==> src/logic/cgm_params.svh <==
// Constants for the clock generator mode and filter control block
`ifndef CGM_PARAMS_SVH
`define CGM_PARAMS_SVH
`define CGM_OFF_STATUS      3'h0
`define CGM_OFF_FLT_UPPER   3'h1
`define CGM_OFF_FLT_LOWER   3'h2
`define CGM_OFF_TRIM        3'h3
`define CGM_OFF_CONTROL     3'h4
`define CGM_OFF_MODE_REPORT 3'h5
`define CGM_FLT_RESET       12'h200
`define CGM_TRIM_RESET      8'h80
`define CGM_RFD_RESET       3'h1
`define CGM_XTAL_COUNT      13'h1000
`define CGM_STABLE_SAMPLES  2'h2
`define CGM_UNLOCK_WIN      8'h10
`define CGM_CTL_MODE_LSB    0
`define CGM_CTL_RFD_LSB     2
`define CGM_CTL_KEEP_BIT    5
`endif

==> src/logic/cgm_pkg.sv <==
// Types shared by the clock generator mode and filter control block
package cgm_pkg;
  typedef enum logic [1:0] {
    CGM_SELF_CLOCKED  = 2'h0,
    CGM_ENGAGED_INT   = 2'h1,
    CGM_BYPASSED_EXT  = 2'h2,
    CGM_ENGAGED_EXT   = 2'h3
  } cgm_mode_e;
endpackage

==> src/logic/cgm_ctl.sv <==
// Clock generator mode sequencing, filter and trim registers
// What this block does
// Stable flag after three in-window toggling samples
// Off state clears stable flag
// Self-clocked loss watch waits for stability
// Twelve-bit filter, upper write commits in 00
// Upper write ignored while latch busy
// Trim code scales reference period binary
// Stop normally halts clocks, goes off
// Debug enabled keeps clocks during stop
// Keep-in-stop runs generators, gates feed
// Interrupt wake keeps settings, engaged-ext uses internal
// Interrupt wake bypassed-ext holds output off
// Reset wake restores defaults, keeps trim
// Crystal needs 4096 reference edges first
// Self-clocked after reset, off exit (except irq wake to bypassed-ext), X1-to-00
// Missing external reference falls back self-clocked
// Self-clocked: loop open, output osc over divider
// Reset loads default filter; internal keeps frequency
// From engaged-ext keep frequency, drop halving
// Off exit resumes previous oscillator frequency
// Off exit with X1 closes loop when stable
// Two-bit mode report encoding
// Engaged internal on write 01 or stable
// Software writes lower filter before upper
// Registers eight bits, unused bits zero
`timescale 1ns/1ps
`include "cgm_params.svh"
module cgm_ctl
  import cgm_pkg::*;
#(
  parameter int FLT_W = 12,
  parameter int TRM_W = 8
) (
  input  wire logic             clk_sys,
  input  wire logic             rst_n,
  input  wire logic [2:0]       reg_addr,
  input  wire logic [7:0]       reg_wdata,
  input  wire logic             reg_wr,
  input  wire logic             reg_rd,
  output logic      [7:0]       reg_rdata,
  input  wire logic             stop_req,
  input  wire logic             wake_irq,
  input  wire logic             wake_rst,
  input  wire logic             debug_enable,
  input  wire logic             crystal_ref,
  input  wire logic             ref_clk_edge,
  input  wire logic             ext_ref_valid_flag,
  input  wire logic             clock_loss_flag,
  input  wire logic             loop_locked,
  input  wire logic signed [7:0] count_error,
  input  wire logic             sample_strobe,
  input  wire logic             osc_toggling,
  output logic                  osc_stable_flag,
  output logic                  off_state,
  output logic                  generators_run,
  output logic                  mcu_clock_feed,
  output logic                  gen_out_enable,
  output logic                  use_internal_ref,
  output logic                  loss_watch_en,
  output logic                  loop_closed,
  output logic                  halve_output,
  output logic      [2:0]       out_div_code,
  output logic      [FLT_W-1:0] loop_filter_value,
  output logic      [TRM_W-1:0] ref_period_trim,
  output logic                  ext_ref_engaged,
  output logic      [1:0]       clock_mode_report
);

  cgm_mode_e  mode_q;
  logic [1:0] clock_mode_select_q;
  logic [2:0] rfd_q;
  logic       osc_keep_in_stop_q;
  logic [FLT_W-1:0] flt_q;
  logic [7:0] flt_low_q;
  logic       latch_busy_q;
  logic [TRM_W-1:0] trim_q;
  logic       off_q;
  logic       stable_q;
  logic [1:0] samp_cnt_q;
  logic signed [7:0] last_err_q;
  logic       waking_q;
  logic       unlocked_q;
  logic [12:0] xtal_cnt_q;
  logic       xtal_ready_q;
  logic [7:0] rdata_d;

  // Magnitude of the change between two error samples
  function automatic logic [7:0] err_delta(input logic signed [7:0] a,
                                            input logic signed [7:0] b);
    logic signed [8:0] d;
    d = 9'(a) - 9'(b);
    return d[8] ? 8'(-d) : 8'(d);
  endfunction

  wire wr_ctl   = reg_wr && reg_addr == `CGM_OFF_CONTROL;
  wire wr_upper = reg_wr && reg_addr == `CGM_OFF_FLT_UPPER;
  wire wr_lower = reg_wr && reg_addr == `CGM_OFF_FLT_LOWER;
  wire [1:0] new_sel = reg_wdata[`CGM_CTL_MODE_LSB +: 2];
  // Stop with neither debug nor keep-in-stop turns everything off
  wire go_off = stop_req && !debug_enable && !osc_keep_in_stop_q;
  wire wake   = off_q && (wake_irq || wake_rst);

  // Stability qualification
  always_ff @(posedge clk_sys) begin
    if (!rst_n || go_off) begin
      // Off clears stable
      stable_q   <= 1'b0;
      samp_cnt_q <= 2'h0;
      last_err_q <= 8'sh00;
    end else if (sample_strobe) begin
      last_err_q <= count_error;
      if (osc_toggling &&
          err_delta(count_error, last_err_q) <= `CGM_UNLOCK_WIN) begin
        if (samp_cnt_q != `CGM_STABLE_SAMPLES)
          samp_cnt_q <= samp_cnt_q + 2'h1;
        else
          stable_q <= 1'b1;
      end else begin
        samp_cnt_q <= 2'h0;
        stable_q   <= 1'b0;
      end
    end
  end

  // Control register: mode select, divider, keep-in-stop
  always_ff @(posedge clk_sys) begin
    if (!rst_n || (wake && wake_rst)) begin
      // Reset defaults restored
      clock_mode_select_q <= 2'h0;
      rfd_q               <= `CGM_RFD_RESET;
      osc_keep_in_stop_q  <= 1'b0;
    end else if (wr_ctl) begin
      clock_mode_select_q <= new_sel;
      rfd_q               <= reg_wdata[`CGM_CTL_RFD_LSB +: 3];
      osc_keep_in_stop_q  <= reg_wdata[`CGM_CTL_KEEP_BIT];
    end else if (mode_q != CGM_SELF_CLOCKED &&
                 clock_mode_select_q[1] && !ext_ref_valid_flag &&
                 clock_loss_flag) begin
      clock_mode_select_q <= 2'h0;
    end
  end

  // Off state entry and exit
  always_ff @(posedge clk_sys) begin
    if (!rst_n) begin
      off_q    <= 1'b0;
      waking_q <= 1'b0;
    end else if (go_off) begin
      off_q    <= 1'b1;
    end else if (wake) begin
      off_q    <= 1'b0;
      // Interrupt wake marks recovery
      waking_q <= wake_irq && !wake_rst;
    end else if (xtal_ready_q || !crystal_ref) begin
      waking_q <= 1'b0;
    end
  end

  // Crystal start count
  always_ff @(posedge clk_sys) begin
    if (!rst_n || off_q) begin
      xtal_cnt_q   <= 13'h0;
      xtal_ready_q <= 1'b0;
    end else if (ref_clk_edge && !xtal_ready_q) begin
      xtal_cnt_q <= xtal_cnt_q + 13'h1;
      if (xtal_cnt_q + 13'h1 == `CGM_XTAL_COUNT)
        xtal_ready_q <= 1'b1;
    end
  end

  wire ext_ok = ext_ref_valid_flag && (xtal_ready_q || !crystal_ref);

  // Mode sequencer
  always_ff @(posedge clk_sys) begin
    if (!rst_n) begin
      // Reset enters self-clocked
      mode_q     <= CGM_SELF_CLOCKED;
      unlocked_q <= 1'b0;
    end else if (wake) begin
      // Off exit to self-clocked, or bypassed-ext on irq wake with select 10
      if (!wake_rst && clock_mode_select_q == 2'h2 && ext_ref_valid_flag)
        mode_q <= CGM_BYPASSED_EXT;
      else
        mode_q <= CGM_SELF_CLOCKED;
    end else if (!off_q) begin
      unlocked_q <= !loop_locked;
      if (clock_mode_select_q[1] && !ext_ref_valid_flag &&
          clock_loss_flag) begin
        // Fallback on lost reference
        mode_q <= CGM_SELF_CLOCKED;
      end else if (wr_ctl && new_sel == 2'h1) begin
        // Written 01
        mode_q <= CGM_ENGAGED_INT;
      end else if (wr_ctl && new_sel == 2'h0) begin
        // Rewrite to 00
        mode_q <= CGM_SELF_CLOCKED;
      end else if (mode_q == CGM_SELF_CLOCKED) begin
        // Close loop once stable
        if (clock_mode_select_q == 2'h1 && stable_q)
          mode_q <= CGM_ENGAGED_INT;
        else if (clock_mode_select_q == 2'h3 && stable_q && ext_ok)
          mode_q <= CGM_ENGAGED_EXT;
        else if (clock_mode_select_q == 2'h2 && ext_ok)
          mode_q <= CGM_BYPASSED_EXT;
      end else if (mode_q == CGM_ENGAGED_EXT && clock_loss_flag &&
                   ext_ref_valid_flag) begin
        mode_q <= CGM_BYPASSED_EXT;
      end
    end
  end

  // Filter commit on upper write
  always_ff @(posedge clk_sys) begin
    if (!rst_n || (wake && wake_rst)) begin
      // Default filter on reset
      flt_q        <= `CGM_FLT_RESET;
      flt_low_q    <= 8'h00;
      latch_busy_q <= 1'b0;
    end else begin
      latch_busy_q <= 1'b0;
      if (wr_lower && clock_mode_select_q == 2'h0)
        // Lower staged first
        flt_low_q <= reg_wdata;
      // Busy latch ignores write
      if (wr_upper && clock_mode_select_q == 2'h0 && !latch_busy_q) begin
        flt_q        <= {reg_wdata[3:0], flt_low_q};
        latch_busy_q <= 1'b1;
      end
    end
  end

  // Trim, preserved across reset wake
  always_ff @(posedge clk_sys) begin
    if (!rst_n)
      trim_q <= `CGM_TRIM_RESET;
    else if (reg_wr && reg_addr == `CGM_OFF_TRIM)
      trim_q <= reg_wdata;
  end

  // Eight-bit read, zeros elsewhere
  always_comb begin
    unique case (reg_addr)
      `CGM_OFF_STATUS:      rdata_d = {7'h00, stable_q};
      `CGM_OFF_FLT_UPPER:   rdata_d = {4'h0, flt_q[11:8]};
      `CGM_OFF_FLT_LOWER:   rdata_d = flt_q[7:0];
      `CGM_OFF_TRIM:        rdata_d = trim_q;
      `CGM_OFF_CONTROL:     rdata_d = {2'h0, osc_keep_in_stop_q, rfd_q,
                                       clock_mode_select_q};
      `CGM_OFF_MODE_REPORT: rdata_d = {6'h00, mode_q};
      default:              rdata_d = 8'h00;
    endcase
  end

  always_ff @(posedge clk_sys) begin
    if (!rst_n)
      reg_rdata <= 8'h00;
    else if (reg_rd)
      reg_rdata <= rdata_d;
    else
      reg_rdata <= 8'h00;
  end

  assign osc_stable_flag   = stable_q;
  assign off_state         = off_q;
  assign loop_filter_value = flt_q;
  assign ref_period_trim   = trim_q;
  assign out_div_code      = rfd_q;
  // Mode report
  assign clock_mode_report = mode_q;
  // Debug keeps generators; keep-in-stop gates feed only
  assign generators_run = !off_q;
  assign mcu_clock_feed = !off_q && !(stop_req && !debug_enable);
  // In self-clocked, watch loss only when stable
  assign loss_watch_en = (mode_q != CGM_SELF_CLOCKED) || stable_q;
  // Loop open in self-clocked
  assign loop_closed = mode_q == CGM_ENGAGED_INT ||
                       mode_q == CGM_ENGAGED_EXT;
  // Halving only while engaged-ext unlocked; filter held
  assign halve_output = mode_q == CGM_ENGAGED_EXT && unlocked_q;
  // Internal source until external ready
  assign use_internal_ref = waking_q && clock_mode_select_q == 2'h3;
  assign ext_ref_engaged  = ext_ok && mode_q != CGM_SELF_CLOCKED;
  // Output held for bypassed wake
  assign gen_out_enable = !off_q &&
                          !(waking_q && clock_mode_select_q == 2'h2);
endmodule // cgm_ctl

==> config.mk <==
export PLATFORM = sky130hd
export DESIGN_NAME = cgm_ctl
export DESIGN_NICKNAME = d
export VERILOG_FILES = /design/src/logic/cgm_pkg.sv /design/src/logic/cgm_ctl.sv
export VERILOG_INCLUDE_DIRS = /design/src /design/src/logic
export SDC_FILE = /design/constraint.sdc
export NUM_CORES = 1
export LEC_CHECK = 0
export BUFFER_PORTS_ARGS = -buffer_cell sky130_fd_sc_hd__buf_2
export CAP_MARGIN = 5
export CORE_MARGIN = 1
export CORE_UTILIZATION = 30
export DETAILED_ROUTE_END_ITERATION = 8
export PLACE_DENSITY_LB_ADDON = 0.05
export SYNTH_ARGS = -nofsm -noshare
export SYNTH_HDL_FRONTEND = slang
export SYNTH_SLANG_ARGS = --single-unit
==> constraint.sdc <==
create_clock -name clk_sys -period 4.3 [get_ports clk_sys]
set_input_delay 0.215 -clock clk_sys [delete_from_list [all_inputs] [get_ports clk_sys]]
set_output_delay 0.215 -clock clk_sys [all_outputs]
set_load 0.03 [all_outputs]
# Yosys cells after proc, flatten, opt, wreduce, memory -nomap -nowiden
# Cells that the tools add are included.
dict set report op_classes {
  reduce_logical 71
  n_lt_le_gt_ge 1
  n_mux 24
  n_bitwise 3
  addsub 4
  eq_ne 17
}
# cell count
set op_table {}
lappend op_table {{8-bit case mux with 6 select lines} 1}
lappend op_table {{1-bit logical AND} 36}
lappend op_table {{2-bit two-way mux} 15}
lappend op_table {{13-bit by 1-bit adder with 13-bit output, second input constant} 1}
lappend op_table {{13-bit equality test, second input constant} 1}
lappend op_table {{1-bit zero test} 12}
lappend op_table {{2-bit AND reduction} 6}
lappend op_table {{8-bit by 8-bit subtractor with 9-bit output} 1}
lappend op_table {{8-bit by 5-bit less-or-equal comparator with 1-bit output, second input constant} 1}
lappend op_table {{8-bit two-way mux} 1}
lappend op_table {{8-bit by 5-bit != test with 1-bit output, second input constant} 1}
lappend op_table {{8-bit negation} 1}
lappend op_table {{2-bit nonzero test} 4}
lappend op_table {{1-bit logical OR} 7}
lappend op_table {{1-bit two-way mux} 7}
lappend op_table {{2-bit by 1-bit equality test with 1-bit output, second input constant} 3}
lappend op_table {{2-bit equality test, second input constant} 3}
lappend op_table {{3-bit by 2-bit equality test with 1-bit output, second input constant} 2}
lappend op_table {{3-bit equality test, second input constant} 2}
lappend op_table {{2-bit zero test} 3}
lappend op_table {{6-bit nonzero test} 1}
lappend op_table {{2-bit by 1-bit != test with 1-bit output, second input constant} 2}
lappend op_table {{2-bit != test, second input constant} 2}
lappend op_table {{3-bit by 1-bit equality test with 1-bit output, second input constant} 1}
lappend op_table {{other kinds (4)} 6}
dict set report totals {
  register_bits 73
  wordCells 137
  in_bits 34
  out_inout_bits 43
}

# Depth between registers and ports, before layout
# Gate-level depths: netlist of run 1.
dict set report logic_depth {
  depth_word 13
  depth_mapped 12
  ltp_nobuf 12
}

# Worst setup path before layout of run 1
# No wires, ideal clock.
dict set report synth_path {
  path_kind {register to register}
  from {register last_err_q[0]}
  to {register stable_q (netlist: osc_stable_flag)}
  t_arrival_ps 2407
  required_time_ps 4221
  n_path_buf 0
  path_slack_ps 1813
  setup_time_ps 79
  path_stages_with_launch 12
  period_less_slack_ps 2487
  cell_sequence {dfxtp_1 -> ha_1 -> inv_1 -> fa_1 -> a211oi_2 -> o21ai_1 -> a2111o_1 -> a21boi_1 -> a41oi_1 -> xnor2_1 -> nand2_1 -> a211oi_2}
}
dict set report synth_between {
  elab_chain_cells 7
  word_cells_on_any_way 8
  classes_between {2 x add/sub; 1 x order compare; 1 x eq/ne; 2 x mux; 2 x reduce/logical}
}
# element line_no
set synth_lines {}
lappend synth_lines {{start, declared} cgm_ctl.sv:81} ;# logic signed [7:0] last_err_q;
lappend synth_lines {{start signal, assigned} cgm_ctl.sv:112} ;# last_err_q <= count_error;
lappend synth_lines {{8-bit by 8-bit subtractor with 9-bit output *} cgm_ctl.sv:92} ;# d = 9'(a) - 9'(b);
lappend synth_lines {{8-bit negation} cgm_ctl.sv:93} ;# return d[8] ? 8'(-d) : 8'(d);
lappend synth_lines {{8-bit two-way mux *} cgm_ctl.sv:93}
lappend synth_lines {{8-bit by 5-bit less-or-equal comparator with 1-bit output (no line) *} -}
lappend synth_lines {{1-bit logical AND (no line) *} -}
lappend synth_lines {{2-bit != test (no line)} -}
lappend synth_lines {{2-bit AND reduction (no line)} -}
lappend synth_lines {{end signal, assigned} cgm_ctl.sv:108} ;# stable_q <= 1'b0;
lappend synth_lines {{end signal, assigned} cgm_ctl.sv:118} ;# stable_q <= 1'b1;
lappend synth_lines {{end signal, assigned} cgm_ctl.sv:121} ;# stable_q <= 1'b0;
lappend synth_lines {{end, declared} cgm_ctl.sv:79} ;# logic stable_q;
# Every way passes the cells marked *; elsewhere a longest branch is shown, timed or not.
# A chain may end at the register's enable or synchronous reset.

# Worst setup path after layout of run 1
# Same ends and word-level chain as after synthesis.

==> results of run 1 <==
cell type report:
type / instances / area [µm²] / area share
flip-flops and latches: 73 / 1460 / 0.314
multi-input cells: 357 / 2230 / 0.480
inverters: 20 / 75.1 / 0.0161
well taps: 172 / 215 / 0.0463
clock inverters: 4 / 45.0 / 0.00969
repair buffers: 76 / 380 / 0.0818
clock buffers: 10 / 239 / 0.0514
metal layers:
metal | track usage | up-vias | wire, µm
li1 | - | 1766 | -
met1 | 0.203 | 1599 | 4810
met2 | 0.269 | 66 | 4840
met3 | 0.0274 | 10 | 357
met4 | 0.0701 | 0 | 170
met5 | 0 | - | 0
Yosys cell counts (all sizes together), types with 3 or more instances:
master / n / area [µm²]
or3: 4 / 25.0
nor3: 7 / 35.0
nor4: 4 / 31.3
and2: 5 / 31.3
xnor2: 8 / 70.1
mux2i: 30 / 300
clkbuf: 17 / 63.8
buf: 5 / 21.3
ha: 11 / 138
a211oi: 6 / 72.6
a31oi: 5 / 31.3
nor3b: 6 / 45.0
dfxtp: 73 / 1460
nor2b: 11 / 68.8
xor2: 12 / 113
nand3: 17 / 85.1
a21oi: 32 / 160
nor2: 55 / 206
o21ai: 13 / 65.1
nand2b: 4 / 25.0
inv: 20 / 75.1
nand2: 68 / 255
and3: 6 / 37.5
o21a: 3 / 22.5
nand4: 11 / 68.8
a21boi: 8 / 60.1
flip-flops by register name, indices dropped and copies added, names as in the netlist, 2 cells and up:
signal and flops:
reg_rdata 8, ref_period_trim 8, flt_low_q 8, samp_cnt_q 2, loop_filter_value 12, last_err_q 8
out_div_code 3, xtal_cnt_q 13, clock_mode_select_q 2, clock_mode_report 2
worst min-delay path: stages:
cell                      delay, ns
sky130_fd_sc_hd__buf_2         0.10
sky130_fd_sc_hd__nand2_1       0.05
sky130_fd_sc_hd__nand3_1       0.06
cell usage in the layout, fill, tap and decap left out, drive strengths merged, types with 3 or more instances in the layout:
cell type	netlist	layout
nor2	55	55
clkinv	0	3
a31oi	5	5
nor3	7	7
nor3b	6	6
a21boi	8	8
nand3	17	17
buf	5	76
and2	5	5
o21ai	13	13
and3	6	6
nor2b	11	11
dfxtp	73	73
mux2i	30	30
nand2b	4	4
nor4	4	4
clkbuf	17	10
inv	20	20
nand2	68	68
o21a	3	3
nand4	11	11
xnor2	8	8
xor2	12	12
or3	4	4
ha	11	11
a21oi	32	32
a211oi	6	6
how the worst max path moves through the flow:
stage                      end  slack, ns  cells after the start
2_1_floorplan  osc_stable_flag       1.81                     11
3_3_place_gp   osc_stable_flag       1.58                     13
3_5_place_dp   osc_stable_flag       1.58                     13
4_1_cts        osc_stable_flag       1.61                     11
5_1_grt        osc_stable_flag       1.38                     11
6_report       osc_stable_flag       1.63                     11
per-stage QoR:
| stage | setup WS (ns) | std cells | instance area (µm²) |
|---|---|---|---|
| after global routing | 1.38 | 712 | 4650 |
| final | 1.63 | 712 | 4650 |
| after global placement | 1.58 | 698 | 4370 |
| after CTS | 1.61 | 712 | 4650 |
| after detailed placement | 1.58 | 698 | 4370 |
| after floorplan | 1.81 | 472 | 3860 |
cells by family after synthesis:
| logic type | after synthesis |
|---|---|
| buffers and inverters | 42 |
| and+or+nand+nor | 204 |
| xor gates and xnor gates | 20 |
| DFF | 73 |
| AOI/OAI and AO/OA | 89 |
| adders and majority gates | 12 |
| muxes | 32 |
power by group through the flow:
stage	sequential, mW	clock [mW]	combinational (mW)
2_1_floorplan	0.725	0	0.154
3_3_place_gp	0.718	0	0.227
3_5_place_dp	0.719	0	0.228
4_1_cts	0.704	0.756	0.229
5_1_grt	0.706	0.786	0.252
6_report	0.703	0.738	0.225
==> out/qor.tcl, run 1 <==
set qor(grtUsageTotal) 0.161
set qor(timing.critical_path.slowest_stage_cell) {sky130_fd_sc_hd__fa_1}
set qor(detail-route-antenna-nets) 0
set qor(min_to) {ref_period_trim[7]}
set qor(p_sw_mw) 0.435
set qor(critical_path.max_fanout) 4
set qor(fp.dieW_um) 115
set qor(holdCritPathClass) {in -> reg}
set qor(max_freq_mhz) 374
set qor(syn2layout_area_growth_pct) 20.6
set qor(grt_overflow_total) 0
set qor(rsz0062_at_grt) {no}
set qor(worstHoldPathCells) 3
set qor(timing.hold.worst.start) {reg_wdata[7]}
set qor(clk_pin_slew_worst_paths_ns) 0.06
set qor(floorplan.core_area_mm2) 0.0126
set qor(synth.ff_latch_count) 73
set qor(htree_levels) 3
set qor(tritoncts) {built}
set qor(clock_power_share) 0.443
set qor(static-leakage-power_nw) 1.95
set qor(finalSetupViolations) 0
set qor(intPower_mw) 1.23
set qor(postCtsResizedCells) 0
set qor(grt_antenna_before_repair) 0
set qor(maximum_number_of_pins_on_one_net_before_global_route_repair) 26
set qor(final_weighted_congestion_in_routability_driven_placement) 0.782
set qor(port_buffers) 76
set qor(timing.critical_path.to_type) {flop}
set qor(slew-limit-headroom) 0.315
set qor(fp.dieArea_mm2) 0.0133
set qor(post_synth_xor_area_fraction) 0.0474
set qor(r2r_slack_ns) 1.63
set qor(io_pins) 77
set qor(fp.dieH_um) 115
set qor(syn_inst) 472
set qor(switching_share) 0.261
set qor(worstSetupStartpoint) {last_err_q[0]}
set qor(tightest_slew_ns) 1.02
set qor(via_count_of_the_first_global_routing_pass) 3199
set qor(synth_seq_area_share) 0.379
set qor(drtPass1Iterations) 5
set qor(critical_path.n_buffers_inverters) 1
set qor(post-route-min-period_ns) 2.67
set qor(cp_data_arrival_time_ns) 2.92
set qor(largest_family_of_logic_cells_by_synthesized_area) {simple AND/OR/NAND/NOR gates}
set qor(timing.setup.tns_ns) 0
set qor(seq_power_share) 0.422
set qor(ctsRootBufferMaster) {sky130_fd_sc_hd__clkbuf_16}
set qor(initial_utilization) 0.307
set qor(critical_path_class) {reg -> reg}
set qor(fillCellCount) 1324
set qor(worst_r2r_startpoint) {last_err_q[0]}
set qor(p_comb_frac) 0.135
set qor(postCtsHoldBufs) 0
set qor(via_count_of_the_routed_design) 3441
set qor(power.ir.vdd_worst_mv) 0.148
set qor(clk-insertion-delay-late_ns) 0.34
set qor(clock_sink_count) 73
set qor(critical_path_required_ns) 4.55
set qor(initialDrtViolationCount) 111
set qor(drt_total_wl_um) 10200
set qor(cell_type_with_the_highest_occurrence_count_on_the_critical_path) {sky130_fd_sc_hd__a211oi_2}
set qor(dpl.hpwl_um) 7540
set qor(synth.avg_cell_area_um2) 8.17
set qor(number_of_remaining_drc_errors) 0
set qor(antenna_cells_inserted) 0
set qor(synth_edf_count) 0
set qor(layout.core_utilization) 0.370
set qor(async_reset_ff_frac) 0
set qor(routedWlPerCell_um) 14.3
set qor(grt_pass1_wl_um) 16300
set qor(cts_setup_buffers) 0
set qor(share_of_the_synthesized_area_in_compound_gates_ao_oa_aoi_oai) 0.158
set qor(vias_per_cell) 4.83
set qor(reg2reg_end) {osc_stable_flag}
set qor(timing.reg2reg.worst_path_depth) 11
set qor(yosys.area_share.adder) 0.0409
set qor(fin_crit_sh) 0.621
set qor(yosys.area_share.simple) 0.250
set qor(yosysUniqueCellTypes) 58
set qor(ys.warnings.count) 0
set qor(status) {completed}
set qor(pwr_density_cell_mw_per_mm2) 358
set qor(core.rowCount) 41
set qor(cp_cell_sequence) {ha_1, inv_1, fa_1, a211oi_2, o21ai_1, a2111o_1, o21ai_0, o2111a_1, o221a_2, nand2_1, a211oi_2}
set qor(share_of_layout_cells_above_drive_strength_1) 0.194
set qor(crit_path_start_kind) {flop}
set qor(synth.mux.area_fraction) 0.0837
set qor(whs_ns) 0.122
set qor(syn-num-nets) 518
set qor(crit_path_max_incr_delay_ns) 0.42
set qor(final_total_pwr_mw) 1.67
set qor(netlist_area_before_placement_mm2) 0.00386
set qor(yosys_most_used_dff) {sky130_fd_sc_hd__dfxtp_1}
set qor(slew_viol_final) 0
set qor(maxcap_violations) 0
set qor(timing_hold_violations_final) 0
set qor(clock_path_buffers) 2
set qor(cell_class_contributing_the_biggest_share_of_worst_path_delay) {compound AO/OA/AOI/OAI gates}
set qor(fin_worst_skew_ns) 0.00967
set qor(cts_buffers) 9
set qor(finalNetCount) 583
Power figures use the tool's default switching activity.
==> run 2, diff against run 1 <==
==> constraint.sdc (replaced) <==
create_clock -name clk_sys -period 2.55 [get_ports clk_sys]
set_input_delay 0.1275 -clock clk_sys [delete_from_list [all_inputs] [get_ports clk_sys]]
set_output_delay 0.1275 -clock clk_sys [all_outputs]
set_load 0.03 [all_outputs]
==> run 2 against run 1 <==
Against the previous run: power is 76% higher; cell area is 3.7% higher; largest power group unchanged; global-route usage is 0.57 points higher; the flow now finishes with violations (negative setup slack); fmax is 4.2% higher; routed wire length is 3.2% higher; final cell count is 1.5% higher; worst setup slack worse by 1.6 ns; utilization is 1.4 points higher; first-iteration DRC count is 11% higher.
==> out/qor.tcl, run 2 (synthesis results as in run 1) <==
set qor(fp.dieW_um) 115
set qor(postLayoutSetupSlackWorst_ns) -0.0138
set qor(cell_area_reported_after_detailed_placement_mm2) 0.00444
set qor(io_pins) 77
set qor(layout.cells.most_common_list) {sky130_fd_sc_hd__buf_2, sky130_fd_sc_hd__dfxtp_1, sky130_fd_sc_hd__nand2_1}
set qor(status) {complete, but fails checks}
set qor(critical_path_class) {reg -> reg}
set qor(worst_r2r_startpoint) {last_err_q[0]}
set qor(detail-route-antenna-nets) 0
set qor(rsz0062_at_grt) {yes}
set qor(max_freq_mhz) 390
set qor(core.rowCount) 41
set qor(grtUsageTotal) 0.167
set qor(slew_viol_final) 0
set qor(holdCritPathClass) {in -> reg}
set qor(number_of_remaining_drc_errors) 0
set qor(power.ir.vdd_worst_mv) 0.303
set qor(critical_path.max_fanout) 4
set qor(fin_worst_skew_ns) 0.00781
set qor(post-route-min-period_ns) 2.56
set qor(timing.hold.worst.start) {reg_wdata[7]}
set qor(largest-register) {xtal_cnt_q}
set qor(highest_layer) {met4}
set qor(cp_data_arrival_time_ns) 2.83
set qor(final_design_area_no_fill_mm2) 0.00482
set qor(post-place-ws_ns) -0.169
set qor(initial_utilization) 0.307
set qor(layout_commonest_cell) {sky130_fd_sc_hd__buf_2}
set qor(worstSetupStartpoint) {last_err_q[0]}
set qor(clk_pin_slew_worst_paths_ns) 0.06
set qor(maxcap_violations) 0
set qor(via_count_of_the_routed_design) 3511
set qor(m1WireLength_um) 4870
set qor(fin_crit_sh) 1.01
set qor(pwr_density_cell_mw_per_mm2) 608
set qor(grt_pass1_wl_um) 16800
set qor(finalNetCount) 594
set qor(final_weighted_congestion_in_routability_driven_placement) 0.812
set qor(antenna_cells_inserted) 0
set qor(met3WireLength_um) 356
set qor(ctsRootBufferMaster) {sky130_fd_sc_hd__clkbuf_16}
set qor(fp.dieArea_mm2) 0.0133
set qor(clock_sink_count) 73
set qor(routedWlPerCell_um) 14.5
set qor(htree_levels) 3
set qor(grt_antenna_before_repair) 0
set qor(initialDrtViolationCount) 123
set qor(timing_hold_violations_final) 0
set qor(grt_overflow_total) 0
set qor(clk-insertion-delay-late_ns) 0.34
set qor(via_count_of_the_first_global_routing_pass) 3273
set qor(drtPass1Iterations) 4
set qor(syn2layout_area_growth_pct) 25.0
set qor(static-leakage-power_nw) 2.03
set qor(tritoncts) {built}
set qor(crit_path_start_kind) {flop}
set qor(slew-limit-headroom) 0.617
set qor(maximum_number_of_pins_on_one_net_before_global_route_repair) 26
set qor(routed-wl-met2_um) 5070
set qor(fp.dieH_um) 115
set qor(flip_flop_count_of_the_largest_register_after_layout) 13
set qor(violations) {negative setup slack}
set qor(port_buffers) 76
set qor(tightest_slew_ns) 0.573
set qor(timing.critical_path.to_type) {flop}
set qor(floorplan.core_area_mm2) 0.0126
set qor(dpl.hpwl_um) 7660
set qor(finalSetupViolations) 2
set qor(share_of_layout_cells_above_drive_strength_1) 0.229
set qor(critical_path_required_ns) 2.81
set qor(cts_buffers) 9
set qor(clock_path_buffers) 2
set qor(vias_per_cell) 4.86
set qor(drt_total_wl_um) 10500
## run 2: worst max-delay path: stages (launching register included)
cell	delay, ns
sky130_fd_sc_hd__dfxtp_2	0.35
sky130_fd_sc_hd__ha_4	0.14
sky130_fd_sc_hd__inv_2	0.04
sky130_fd_sc_hd__fa_2	0.36
sky130_fd_sc_hd__buf_4	0.17
sky130_fd_sc_hd__xnor2_4	0.18
sky130_fd_sc_hd__nand4b_1	0.12
sky130_fd_sc_hd__mux2i_2	0.27
sky130_fd_sc_hd__nand4_1	0.15
sky130_fd_sc_hd__a211oi_2	0.20
sky130_fd_sc_hd__o221a_2	0.25
sky130_fd_sc_hd__nand4_1	0.09
sky130_fd_sc_hd__a31oi_1	0.17
## run 2: worst paths after layout
check / to / slack [ns] / depth (start not counted)
setup / recovery: samp_cnt_q[1] / -0.01 / 12
hold / removal: ref_period_trim[7] / 0.03 / 3
setup reg to reg: samp_cnt_q[1] / -0.01 / 12
hold reg to reg: loop_filter_value[5] / 0.46 / 2
## run 2: per-layer routing
layer	vias to the layer above	track usage
met5	-	0
met4	0	0.0762
met3	13	0.0327
met2	63	0.282
met1	1634	0.204
li1	1801	-
## run 2: per-stage QoR
stage	TNS (ns)	utilization	cells	hold WS [ns]	total power, mW
detailed placement	-0.436	0.353	708	0.382	1.61
floorplan	0	-	472	0.252	1.48
CTS	-0.0999	0.382	723	0.0258	2.98
finish	-0.0276	0.384	723	0.0288	2.93
global placement	-0.174	0.353	708	0.383	1.61
global route	-0.453	0.384	723	0.0526	3.08
## run 2: final cells by class
| class | count | area, µm² |
|---|---|---|
| well taps | 172 | 215 |
| multi-input cells | 357 | 2310 |
| fillers | 1320 | 7750 |
| clock inverters | 4 | 70.1 |
| repair buffers | 87 | 463 |
| inverters | 20 | 75.1 |
| clock buffers | 10 | 229 |
| flip-flops and latches | 73 | 1460 |
## run 2: power breakdown
group	total [mW]	switching, mW	internal [mW]
logic	0.426	0.252	0.175
clock network	1.32	0.478	0.842
registers	1.19	0.0224	1.16
total	2.93	0.752	2.18
## run 2: timing repair
action,4_1_cts,5_1_grt
setup endpoints to repair,3,3
hold buffers,0,0
buffers inserted,1,0
pin swaps,13,6
resized for setup,13,2
gates cloned,0,0
==> run 3, diff against run 2 <==
--- a/config.mk
+++ b/config.mk
@@ -6,9 +6,9 @@
 export SDC_FILE = /design/constraint.sdc
 export NUM_CORES = 1
 export LEC_CHECK = 0
+export ABC_AREA = 1
 export BUFFER_PORTS_ARGS = -buffer_cell sky130_fd_sc_hd__buf_2
 export CAP_MARGIN = 5
-export CORE_MARGIN = 1
 export CORE_UTILIZATION = 30
 export DETAILED_ROUTE_END_ITERATION = 8
 export PLACE_DENSITY_LB_ADDON = 0.05
==> run 3 against run 2 <==
Against the previous run: the run now ends clean; area after synthesis fell by 0.16%; clock-buffer cell count unchanged; sequential share of layout area increased by 0.36 points; routed wire length is 2.7% higher; worst setup slack better by 0.28 ns; non-clock buffer count down 5; clock skew fell by 0.0020 ns; sequential power barely moved; power up 4.7%; register-to-register slack better by 0.28 ns; worst hold slack worse by 0.012 ns; utilization shrank 0.48 points; largest power group unchanged; highest routed layer unchanged.
==> out/qor.tcl, run 3 <==
set qor(status) {completed}
set qor(synth_edf_count) 0
set qor(crit_path_start_kind) {flop}
set qor(slew-limit-headroom) 0.653
set qor(slew_viol_final) 0
set qor(drtPass1Iterations) 6
set qor(layout.cells.most_common_list) {sky130_fd_sc_hd__nor2_1, sky130_fd_sc_hd__inv_1, sky130_fd_sc_hd__buf_2}
set qor(static-leakage-power_nw) 2.25
set qor(grt_pass1_wl_um) 17900
set qor(grt_antenna_before_repair) 0
set qor(yosys.area_share.adder) 0.0409
set qor(number_of_remaining_drc_errors) 0
set qor(grt_overflow_total) 0
set qor(timing.setup.tns_ns) 0
set qor(tritoncts) {built}
set qor(power.ir.vdd_worst_mv) 0.307
set qor(synthDominantCellAreaShare) 0.380
set qor(detail-route-antenna-nets) 0
set qor(critical_path_required_ns) 2.82
set qor(post-route-min-period_ns) 2.29
set qor(async_reset_ff_frac) 0
set qor(final_total_pwr_mw) 3.07
set qor(layout.core_utilization) 0.379
set qor(holdCritPathClass) {in -> reg}
set qor(io_pins) 77
set qor(synthDominantAreaCellType) {sky130_fd_sc_hd__dfxtp_1}
set qor(rsz0062_at_grt) {no}
set qor(post_synth_xor_area_fraction) 0.0250
set qor(post_layout_nonfiller_instances) 814
set qor(fp.dieH_um) 115
set qor(postCtsResizedCells) 0
set qor(ctsRootBufferMaster) {sky130_fd_sc_hd__clkbuf_16}
set qor(core.rowCount) 41
set qor(share_of_layout_cells_above_drive_strength_1) 0.202
set qor(port_buffers) 76
set qor(cell_area_reported_after_detailed_placement_mm2) 0.00444
set qor(ys.warnings.count) 0
set qor(timing.critical_path.to_type) {flop}
set qor(via_count_of_the_first_global_routing_pass) 3631
set qor(fin_crit_sh) 0.896
set qor(clk_pin_slew_worst_paths_ns) 0.06
set qor(final_weighted_congestion_in_routability_driven_placement) 0.785
set qor(synth_seq_area_share) 0.380
set qor(yosysUniqueCellTypes) 39
set qor(synth.mux.area_fraction) 0
set qor(routedWlPerCell_um) 13.3
set qor(yosys-top-cells-area) {sky130_fd_sc_hd__dfxtp_1, sky130_fd_sc_hd__nor2_1, sky130_fd_sc_hd__inv_1, sky130_fd_sc_hd__nand2_1, sky130_fd_sc_hd__o21ai_0}
set qor(largest_family_of_logic_cells_by_synthesized_area) {simple AND/OR/NAND/NOR gates}
set qor(syn2layout_area_growth_pct) 23.7
set qor(pwr_density_cell_mw_per_mm2) 645
set qor(finalNetCount) 684
set qor(flip_flop_count_of_the_largest_register_after_layout) 13
set qor(antenna_cells_inserted) 0
set qor(cp_data_arrival_time_ns) 2.55
set qor(crit_path_max_incr_delay_ns) 0.41
set qor(cts_buffers) 9
set qor(synth.ff_latch_count) 73
set qor(critical_path_class) {reg -> reg}
set qor(tightest_slew_ns) 0.519
set qor(yosys_most_used_dff) {sky130_fd_sc_hd__dfxtp_1}
set qor(fp.dieW_um) 115
set qor(netlist_top_cells_count) {sky130_fd_sc_hd__nor2_1, sky130_fd_sc_hd__inv_1, sky130_fd_sc_hd__dfxtp_1, sky130_fd_sc_hd__nand2_1, sky130_fd_sc_hd__o21ai_0}
set qor(post-place-cells) 798
set qor(fillCellCount) 1342
set qor(cts_setup_buffers) 0
set qor(max_freq_mhz) 438
set qor(share_of_the_synthesized_area_in_compound_gates_ao_oa_aoi_oai) 0.154
set qor(floorplan.core_area_mm2) 0.0126
set qor(syn_inst) 555
set qor(critical_path.max_fanout) 6
set qor(htree_levels) 3
set qor(clock_path_buffers) 2
set qor(vias_per_cell) 4.60
set qor(yosysMostFrequentCell) {sky130_fd_sc_hd__nor2_1}
set qor(clock_sink_count) 73
set qor(drt_total_wl_um) 10800
set qor(cp_cell_sequence) {ha_1, inv_1, fa_1, nand2_1, nand2_1, nand3_2, nand2_2, nand2_2, nand2_4, nand2_4, nand2_1, nand2_1, nand2_1, a21oi_2, nand3_2, nor2_1, nand2_1, a21oi_2}
set qor(timing_hold_violations_final) 0
set qor(initialDrtViolationCount) 207
set qor(grtUsageTotal) 0.177
set qor(finalSetupViolations) 0
set qor(largest-register) {xtal_cnt_q}
set qor(via_count_of_the_routed_design) 3747
set qor(syn-num-nets) 601
set qor(maximum_number_of_pins_on_one_net_before_global_route_repair) 26
set qor(dpl.hpwl_um) 8040
set qor(fp.dieArea_mm2) 0.0133
set qor(clk-insertion-delay-late_ns) 0.34
set qor(fin_worst_skew_ns) 0.00583
set qor(final_design_area_no_fill_mm2) 0.00476
set qor(synth.avg_cell_area_um2) 6.94
set qor(maxcap_violations) 0
set qor(initial_utilization) 0.306
set qor(layout_commonest_cell) {sky130_fd_sc_hd__nor2_1}
set qor(cell_type_with_the_highest_occurrence_count_on_the_critical_path) {sky130_fd_sc_hd__nand2_1}
set qor(timing.critical_path.slowest_stage_cell) {sky130_fd_sc_hd__fa_1}
set qor(netlist_area_before_placement_mm2) 0.00385
set qor(yosys.area_share.simple) 0.309
set qor(postCtsHoldBufs) 1
-- run 3: critical path, delay by kind of cell (launching register included) --
kind / cells / cell delay, ns
buffers and inverters: 1 / 0.07
adder cells (fa/ha/maj): 2 / 0.56
AO/OA/AOI/OAI: 2 / 0.24
AND/OR/NAND/NOR: 13 / 1.02
flip-flops: 1 / 0.33
-- run 3: through the flow --
step	hold slack (ns)	setup slack, ns
6_report	0.0170	0.265
5_1_grt	0.0150	0.0210
4_1_cts	0.00536	0.251
3_5_place_dp	0.316	0.274
3_3_place_gp	0.308	0.344
2_1_floorplan	0.221	0.502
-- run 3: area by class of cell --
| cell class | instances | area (µm²) | area share |
|---|---|---|---|
| Clock inverter | 5 | 81.3 | 0.0171 |
| Tap cell | 172 | 215 | 0.0452 |
| Timing Repair Buffer | 82 | 428 | 0.0899 |
| Inverter | 82 | 308 | 0.0647 |
| Clock buffer | 10 | 229 | 0.0481 |
| Sequential cell | 73 | 1460 | 0.307 |
| Multi-Input combinational cell | 390 | 2040 | 0.428 |
-- run 3: cells by family (layout without fill, tap and decap cells) --
family	count (synthesis)	count (layout)
compound gates	110	110
buf+inv	92	179
flops	73	73
xor+xnor	11	11
fa+ha+maj	12	12
simple gates	257	257
-- run 3: routing by layer --
layer,global-route usage,part of all wire
met1,0.209,0.45
met3,0.0527,0.049
met2,0.306,0.49
met5,0,0
met4,0.0580,0.012
-- run 3: worst paths after layout --
check             depth (start not counted)  slack, ns     startpoint            endpoint
setup reg to reg                         18       0.26  last_err_q[0]       samp_cnt_q[1]
hold reg to reg                           2       0.48  last_err_q[0]       last_err_q[0]
setup / recovery                         18       0.26  last_err_q[0]       samp_cnt_q[1]
hold / removal                            3       0.02   reg_wdata[7]  ref_period_trim[7]
-- run 3: power breakdown --
group | internal, mW | switching [mW] | total [mW]
Sequential | 1.19 | 0.0351 | 1.22
Combinational | 0.163 | 0.329 | 0.492
Clock | 0.851 | 0.506 | 1.36
Total | 2.20 | 0.870 | 3.07
